===== config.mk =====
export PLATFORM = sky130hd
export DESIGN_NAME = asr_host
export DESIGN_NICKNAME = d
export VERILOG_FILES = /design/src/asr_pkg.sv /design/src/asr_host.sv /design/src/asr_wait_cnt.sv
export SDC_FILE = /design/constraint.sdc
export NUM_CORES = 1
export LEC_CHECK = 0
export BUFFER_PORTS_ARGS = -buffer_cell sky130_fd_sc_hd__buf_2
export CAP_MARGIN = 20
export CORE_MARGIN = 1.5
export CORE_UTILIZATION = 44
export CTS_CLUSTER_SIZE = 16
export DETAILED_ROUTE_END_ITERATION = 8
export HOLD_SLACK_MARGIN = 0.15
export PLACE_DENSITY = 0.75
export SYNTH_ARGS = -nofsm -noshare
export SYNTH_HDL_FRONTEND = slang
export SYNTH_SLANG_ARGS = --single-unit

===== constraint.sdc =====
create_clock -name CLK_SYS_IN -period 2 [get_ports CLK_SYS_IN]
set_clock_uncertainty 0.15 [all_clocks]
set_input_delay 0.4 -clock CLK_SYS_IN [delete_from_list [all_inputs] [get_ports CLK_SYS_IN]]
set_output_delay 0.4 -clock CLK_SYS_IN [all_outputs]
set_load 0.05 [all_outputs]

===== src/asr_pkg.sv =====
// ==========================================================================
// Operation
// [RQ1] write needs strobe, select, lane together
// [RQ2] data setup 25 ns before write end
// [RQ3] deselect when select or both lanes off
// [RQ4] dual select: low-active low, high-active high
// [RQ5] select and strobe ending together stays floating
// [RQ6] never drive pins while memory drives them
// [RQ7] strobe low covers setup plus float delay
// [RQ8] reads 45 ns apart, data valid 45 ns
// [RQ9] old data held 10 ns after address change
// [RQ10] output gate to data 22 ns, drive 5 ns
// [RQ11] lane select to drive at least 5 ns
// [RQ12] write cycle 45, widths 35, setup/hold 0
// [RQ13] power up at select, standby within 45 ns
// [RQ14] retention: deselect, keep 45 ns after restore
// [RQ15] strobe and gate high: pins float
// [RQ16] lower lane bits 0-7, upper 8-15 on read
// [RQ17] write stores only selected lanes
// [RQ18] selected with strobe low: memory floats
// [RQ19] 262144 words of 16 bits, 18-bit address
// [RQ20] address stable through whole write
package asr_pkg;

  // ========================================================================
  // widths
  localparam int ADDR_W = 18;
  localparam int DATA_W = 16;

  // ========================================================================
  // timing in ns and derived cycle counts at 100 ns clock
  localparam int CLK_PERIOD_NS  = 100;
  localparam int T_READ_CYC_NS  = 45;   // read cycle and access time
  localparam int T_WRITE_CYC_NS = 45;   // write cycle
  localparam int T_WE_WIDTH_NS  = 35;   // strobe width and select-to-end
  localparam int T_SETUP_NS     = 25;   // data setup to write end
  localparam int T_FLOAT_NS     = 18;   // strobe low to memory float
  localparam int T_RECOVER_NS   = 45;   // retention recovery
  localparam int T_STANDBY_NS   = 45;   // select high to standby

  // least times round up, none below one cycle
  function automatic int ceil_cyc(input int ns);
    int c;
    c = (ns + CLK_PERIOD_NS - 1) / CLK_PERIOD_NS;
    return (c < 1) ? 1 : c;
  endfunction

  localparam int RD_WAIT_CYC  = ceil_cyc(T_READ_CYC_NS);
  localparam int WE_LOW_CYC   = ceil_cyc(T_WE_WIDTH_NS + T_SETUP_NS + T_FLOAT_NS);
  localparam int WR_CYC       = ceil_cyc(T_WRITE_CYC_NS);
  localparam int RECOVER_CYC  = ceil_cyc(T_RECOVER_NS);
  localparam int CNT_W        = 4;
  localparam logic [CNT_W-1:0] CNT_ZERO = 4'h0;

  // ========================================================================
  // request and pin carriers
  typedef struct packed {
    logic              write;
    logic [ADDR_W-1:0] addr;
    logic [DATA_W-1:0] wdata;
    logic [1:0]        lanes;   // bit1 upper, bit0 lower, active high
  } asr_req_t;

  typedef struct packed {
    logic [ADDR_W-1:0] address_pins;
    logic              select_low_active_n;
    logic              select_high_active;
    logic              write_strobe_n;
    logic              output_gate_n;
    logic              upper_lane_select_n;
    logic              lower_lane_select_n;
  } asr_pins_t;

  localparam asr_pins_t PINS_IDLE = '{
    address_pins: '0, select_low_active_n: 1'b1, select_high_active: 1'b0,
    write_strobe_n: 1'b1, output_gate_n: 1'b1,
    upper_lane_select_n: 1'b1, lower_lane_select_n: 1'b1};

endpackage


===== src/asr_host.sv =====
`timescale 1ns/1ps
`default_nettype none
// ==========================================================================
// host controller driving the asynchronous static memory pins
module asr_host
  import asr_pkg::*;
(
  input  wire logic              CLK_SYS_IN,        // 10 MHz clock
  input  wire logic              SYS_RST_IN,        // sync reset, high
  // user side
  input  wire logic              REQ_VALID_IN,      // request present
  input  wire asr_req_t          REQ_IN,            // request fields
  output logic                   REQ_READY_OUT,     // request taken
  output logic                   RD_VALID_OUT,      // read data pulse
  output logic [DATA_W-1:0]      RD_DATA_OUT,       // read data
  input  wire logic              RETAIN_IN,         // hold in retention
  output logic                   RETAIN_BUSY_OUT,   // deselected for retention
  // memory side
  output asr_pins_t              MEM_PINS_OUT,      // control and address pins
  input  wire logic [DATA_W-1:0] MEM_DATA_IN,       // data pins sensed
  output logic [DATA_W-1:0]      MEM_DATA_OUT,      // data pins driven
  output logic [DATA_W-1:0]      MEM_DATA_OE_OUT    // data pin enables
);

  // ========================================================================
  // state machine
  typedef enum logic [5:0] {
    ST_IDLE    = 6'b000001,
    ST_RD      = 6'b000010,
    ST_WR      = 6'b000100,
    ST_WR_END  = 6'b001000,
    ST_RETAIN  = 6'b010000,
    ST_RECOVER = 6'b100000
  } asr_state_t;

  asr_state_t        state_q;
  asr_state_t        state_d;
  asr_pins_t         pins_q;
  asr_pins_t         pins_d;
  logic [DATA_W-1:0] wdata_q;
  logic [DATA_W-1:0] wdata_d;
  logic [1:0]        oe_lane_q;
  logic [1:0]        oe_lane_d;
  logic [DATA_W-1:0] rdata_q;
  logic              rvalid_q;
  logic [DATA_W-1:0] din_s1_q;
  logic [DATA_W-1:0] din_s2_q;
  logic [1:0]        rd_lanes_q;
  logic              retain_s1_q;
  logic              retain_s2_q;
  logic              cnt_load;
  logic [CNT_W-1:0]  cnt_value;
  logic              cnt_done;

  // ========================================================================
  // pin inputs through two flops
  always_ff @(posedge CLK_SYS_IN) begin
    din_s1_q    <= MEM_DATA_IN;
    din_s2_q    <= din_s1_q;
    retain_s1_q <= RETAIN_IN;
    retain_s2_q <= retain_s1_q;
  end

  // shared wait counter
  asr_wait_cnt u_wait (
    .clk_in   (CLK_SYS_IN),
    .rst_in   (SYS_RST_IN),
    .load_in  (cnt_load),
    .value_in (cnt_value),
    .done_out (cnt_done)
  );

  // ========================================================================
  // decode
  wire logic take_req  = (state_q == ST_IDLE) && REQ_VALID_IN && !retain_s2_q
                         && (REQ_IN.lanes != 2'b00);
  wire logic take_ret  = (state_q == ST_IDLE) && retain_s2_q;
  wire logic rd_finish = (state_q == ST_RD) && cnt_done;

  assign REQ_READY_OUT   = take_req;
  assign RETAIN_BUSY_OUT = (state_q == ST_RETAIN) || (state_q == ST_RECOVER);
  assign RD_VALID_OUT    = rvalid_q;
  assign RD_DATA_OUT     = rdata_q;
  assign MEM_PINS_OUT    = pins_q;
  assign MEM_DATA_OUT    = wdata_q;
  // lane enables from strobe low through the hold after write end, never during a read [RQ6]
  assign MEM_DATA_OE_OUT = {{8{oe_lane_q[1]}}, {8{oe_lane_q[0]}}};

  // ========================================================================
  // next state and pin values
  always_comb begin
    state_d   = state_q;
    pins_d    = pins_q;
    wdata_d   = wdata_q;
    oe_lane_d = oe_lane_q;
    cnt_load  = 1'b0;
    cnt_value = CNT_ZERO;
    unique case (state_q)
      ST_IDLE: begin
        pins_d = PINS_IDLE;                          // deselected, standby [RQ3] [RQ13]
        pins_d.address_pins = pins_q.address_pins;
        oe_lane_d = 2'b00;
        if (take_ret) begin
          state_d = ST_RETAIN;                       // deselect before supply drop [RQ14]
        end else if (take_req) begin
          pins_d.address_pins        = REQ_IN.addr;  // address set with select [RQ12] [RQ19]
          pins_d.select_low_active_n = 1'b0;         // both selects asserted [RQ4]
          pins_d.select_high_active  = 1'b1;
          pins_d.upper_lane_select_n = !REQ_IN.lanes[1];  // [RQ16] [RQ17]
          pins_d.lower_lane_select_n = !REQ_IN.lanes[0];
          if (REQ_IN.write) begin
            pins_d.write_strobe_n = 1'b0;            // strobe with select and lane [RQ1]
            pins_d.output_gate_n  = 1'b1;            // memory floats under strobe [RQ18]
            wdata_d   = REQ_IN.wdata;
            oe_lane_d = REQ_IN.lanes;                // drive only chosen lanes [RQ17]
            cnt_load  = 1'b1;
            cnt_value = CNT_W'(WE_LOW_CYC);          // width, setup, float [RQ2] [RQ7] [RQ12]
            state_d   = ST_WR;
          end else begin
            pins_d.write_strobe_n = 1'b1;
            pins_d.output_gate_n  = 1'b0;            // read: gate low [RQ10] [RQ11]
            cnt_load  = 1'b1;
            cnt_value = CNT_W'(RD_WAIT_CYC + 2);     // access plus sync stages [RQ8]
            state_d   = ST_RD;
          end
        end
      end
      ST_RD: begin
        if (cnt_done) begin
          pins_d = PINS_IDLE;                        // end read, address held [RQ9]
          pins_d.address_pins = pins_q.address_pins;
          state_d = ST_IDLE;                         // at least one idle cycle [RQ8]
        end
      end
      ST_WR: begin
        if (cnt_done) begin
          pins_d.write_strobe_n = 1'b1;              // strobe ends write [RQ1]
          pins_d.select_low_active_n = 1'b1;         // select ends with it, stays float [RQ5]
          pins_d.select_high_active  = 1'b0;
          cnt_load  = 1'b1;
          cnt_value = CNT_W'(WR_CYC);
          state_d   = ST_WR_END;
        end
      end
      ST_WR_END: begin
        if (cnt_done) begin
          oe_lane_d = 2'b00;                         // data hold after end, address kept [RQ20]
          pins_d.upper_lane_select_n = 1'b1;
          pins_d.lower_lane_select_n = 1'b1;
          state_d = ST_IDLE;
        end
      end
      ST_RETAIN: begin
        pins_d = PINS_IDLE;                          // select held off [RQ14] [RQ15]
        if (!retain_s2_q) begin
          cnt_load  = 1'b1;
          cnt_value = CNT_W'(RECOVER_CYC);
          state_d   = ST_RECOVER;
        end
      end
      ST_RECOVER: begin
        if (cnt_done) begin
          state_d = ST_IDLE;                         // recovery time elapsed [RQ14]
        end
      end
      default: begin
        state_d = ST_IDLE;
        pins_d  = PINS_IDLE;
        oe_lane_d = 2'b00;
      end
    endcase
  end

  // ========================================================================
  // state and pin registers
  always_ff @(posedge CLK_SYS_IN) begin
    if (SYS_RST_IN) begin
      state_q   <= ST_IDLE;
      pins_q    <= PINS_IDLE;
      wdata_q   <= '0;
      oe_lane_q <= 2'b00;
    end else begin
      state_q   <= state_d;
      pins_q    <= pins_d;
      wdata_q   <= wdata_d;
      oe_lane_q <= oe_lane_d;
    end
  end

  // lanes of current read
  always_ff @(posedge CLK_SYS_IN) begin
    if (SYS_RST_IN) begin
      rd_lanes_q <= 2'b00;
    end else if (take_req) begin
      rd_lanes_q <= REQ_IN.lanes;
    end
  end

  // read capture, unselected lanes read zero
  always_ff @(posedge CLK_SYS_IN) begin
    if (SYS_RST_IN) begin
      rdata_q  <= '0;
      rvalid_q <= 1'b0;
    end else begin
      rvalid_q <= rd_finish;
      if (rd_finish) begin
        rdata_q <= din_s2_q & {{8{rd_lanes_q[1]}}, {8{rd_lanes_q[0]}}};  // [RQ16]
      end
    end
  end

endmodule
`default_nettype wire


===== src/asr_wait_cnt.sv =====
`timescale 1ns/1ps
`default_nettype none
// ==========================================================================
// down counter: load, then done when zero
module asr_wait_cnt
  import asr_pkg::*;
(
  input  wire logic             clk_in,    // system clock
  input  wire logic             rst_in,    // sync reset
  input  wire logic             load_in,   // load count
  input  wire logic [CNT_W-1:0] value_in,  // count to load
  output logic                  done_out   // count at zero
);
  logic [CNT_W-1:0] cnt_q;
  logic [CNT_W-1:0] cnt_d;

  // next count
  assign cnt_d    = load_in ? value_in : ((cnt_q != CNT_ZERO) ? cnt_q - 4'h1 : cnt_q);
  assign done_out = (cnt_q == CNT_ZERO);

  // count register
  always_ff @(posedge clk_in) begin
    if (rst_in) begin
      cnt_q <= CNT_ZERO;
    end else begin
      cnt_q <= cnt_d;
    end
  end
endmodule
`default_nettype wire


==> results.yml <==
run_status:
  outcome: "complete, but fails checks"
  violations: "negative setup slack"
sta:
  post-route-period-util: 1.147
  hold_violations: 0
  finalCriticalPeriod_ns: 2.294
  rsz0062_at_grt: "true"
  worst_slack_ns: -0.2942
  slew_headroom: 0.7066
  worst_slew_pin_slew_ns: 0.4391
  setup_viol: 6
  slew_violations: 0
  timing.fmax_ghz: 0.4359
global_routing:
  grt_max_degree: 22
  overflow: 0
  grt_pass1_vias: 3114
  gr-usage-all-layers: 0.2138
  grt_pass1_wl_microns: 14410
  antenna_found_initial: 0
setup_path:
  critPathMaxFanout: 4
  cp.required_ns: 1.45
  startpoint_type: "flip-flop"
  rrSetupSlack_ns: -0.07
  worst_ep_arrival_time_ns: 1.74
  endpoint_kind: "output pin"
  path_class: "reg2out"
clock_tree:
  clk_transition_reported_paths_ns: 0.10
  cts_root_buffer: "clkbuf_8"
  cts_buffer_depth: 2
  htree_levels: 3
  clock_sinks: 105
  worstSkewPairLatency_ns: 0.37
  numCtsBuffers: 9
  cts_tree: "built"
place:
  io_buffers: 131
  post_dp_cell_area_sq_um: 4449
  dp_hpwl_microns: 5748
  gp_congestion: 0.8844
  place_inst: 563
  post-place-ws_ns: -0.2558
floorplanning:
  die_x_microns: 93.11
  start_util: 0.4575
  dieArea_sq_um: 8669
  die_y_microns: 93.11
  fp-row-count: 32
  core_area_sq_um: 7807
  io_pins: 132
cells_and_area:
  fin_nets: 587
  stdcell_area_sq_um: 5333
  drive_above_1_share: 0.4345
  utilization: 0.6830
  synthToLayoutAreaGrowth_pct: 49.28
  fin_cells: 636
  diodes: 0
  mostFrequentLayoutCell: "buf_2"
  layout_common_cells: "buf_2, dfxtp_1, dlygate4sd3_1"
synth:
  seq_area_frac_synth: 0.5884
  ys_types: 49
  syn_area_sq_um: 3572
  synth.area.top_cells: "dfxtp_1, a22o_1, nand2_1"
  synth_top_area_frac: 0.5884
  avgSynthCellArea_sq_um: 10.82
  ys_seq_elements: 105
  synthFlopType: "dfxtp_1"
  postSynthNetCount: 388
  ys_async_sr_fraction: 0
  ys.warnings.count: 0
  netlist_instances: 330
  synth_top_cell_by_area: "dfxtp_1"
  synth-edff-count: 0
flow_run:
  cap_violations: 0
routing:
  drt_iter0_drc: 85
  avgViaCountPerCell: 4.948
  drc: 0
  dr.pass1.iters: 4
  drt-wirelength-per-cell_microns: 14.49
  drt-total-wl_microns: 9217
  vias: 3147
  drt.antenna.violating_nets: 0
power_and_ir_drop:
  p_leak_nw: 2.436
  peakVddDrop_v: 0.0005432
  power_density_nw_per_um2: 888.7
hold_path:
  hold_class: "reg2reg"
[critical path, cell delays in order, from the launching register on]
cell and delay (ns):
dfxtp_2 0.34, or4_4 0.56, nor3_4 0.16, nand2_2 0.11
clkinv_4 0.07, buf_8 0.14
[cells in the mapped netlist, types with 2 or more instances]
library cell	instances
buf_4	15
nand2_2	11
xor2_1	2
nand2b_1	7
nor3_1	7
dfxtp_1	105
a21oi_1	15
nor2b_1	2
clkbuf_1	8
inv_1	3
and3_1	2
a22oi_1	2
a22o_1	36
o31ai_1	2
nor2_2	2
a21oi_2	10
or3_1	4
nor4_1	3
a211oi_1	2
nor4b_1	3
nand3_1	2
nand3b_1	3
nor2_1	12
nand2_1	31
buf_2	6
a32oi_1	2
o22a_1	2
and2_1	3
o21ai_0	7
a21o_1	2
[per-layer routing]
metal / track usage / up-vias / wire, microns
met5: 0 / - / 0
met4: 0.08965 / 0 / 230
met3: 0.05772 / 22 / 501
met2: 0.3765 / 114 / 4778
met1: 0.2427 / 1463 / 3707
li1: - / 1548 / -
[cell families (layout without fill, tap and decap cells)]
logic type / Yosys count / after routing / share of synthesized area
DFF: 105 / 105 / 0.5884
and+or+nand+nor: 97 / 97 / 0.1475
AOI/OAI and AO/OA: 88 / 88 / 0.1905
buffers and inverters: 36 / 240 / 0.06270
xor gates and xnor gates: 3 / 3 / 0.007357
adders and majority gates: 1 / 1 / 0.003502
[through the flow]
stage / hold WS (ns) / setup TNS [ns] / total power, mW
4_1_cts: 0.1867 / -0.4846 / 4.694
3_3_place_gp: 0.1600 / -3.456 / 3.169
3_5_place_dp: 0.1621 / -4.331 / 3.192
5_1_grt: 0.1899 / -1.739 / 4.966
6_report: 0.1814 / -0.6020 / 4.739
2_1_floorplan: 0.1596 / -0.4961 / 2.848
[final timing paths]
kind,start,end,depth (start not counted)
setup / recovery,state_q[2]$_SDFFE_PP0P_,REQ_READY_OUT,5
hold / removal,din_s1_q[10]$_DFF_P_,din_s2_q[10]$_DFF_P_,0
setup reg to reg,state_q[2]$_SDFFE_PP0P_,MEM_PINS_OUT[0]$_SDFFE_PP1P_,5
hold reg to reg,din_s1_q[10]$_DFF_P_,din_s2_q[10]$_DFF_P_,0
[registers in the layout, summed over array words and instances, names as in the netlist]
name	cells
rd_lanes_q	2
oe_lane_q	2
MEM_DATA_OUT	16
MEM_PINS_OUT	24
RD_DATA_OUT	16
retain_s1_q	1
u_wait.cnt_q	4
retain_s2_q	1
state_q	6
din_s1_q	16
din_s2_q	16
RD_VALID_OUT	1
[layout make-up]
class                           count  area [sq um]
Timing Repair Buffer              220          1518
Sequential cell                   105          2110
Inverter                            4         20.02
Tap cell                          102         127.6
Fill cell                         575          2475
Clock inverter                      6         86.33
Clock buffer                       10         127.6
Multi-Input combinational cell    189          1344
[power by group]
group	internal [mW]	switching [mW]
clock network	0.612	0.752
logic	0.546	0.556
registers	2.20	0.0701
[timing repair]
item,4_1_cts,5_1_grt
buffers inserted,1,4
pin swaps,1,12
resized for setup,15,18
endpoints found under the setup margin,25,43
hold endpoints to repair,53,0
hold buffers,53,0
Power figures use the tool's default switching activity.
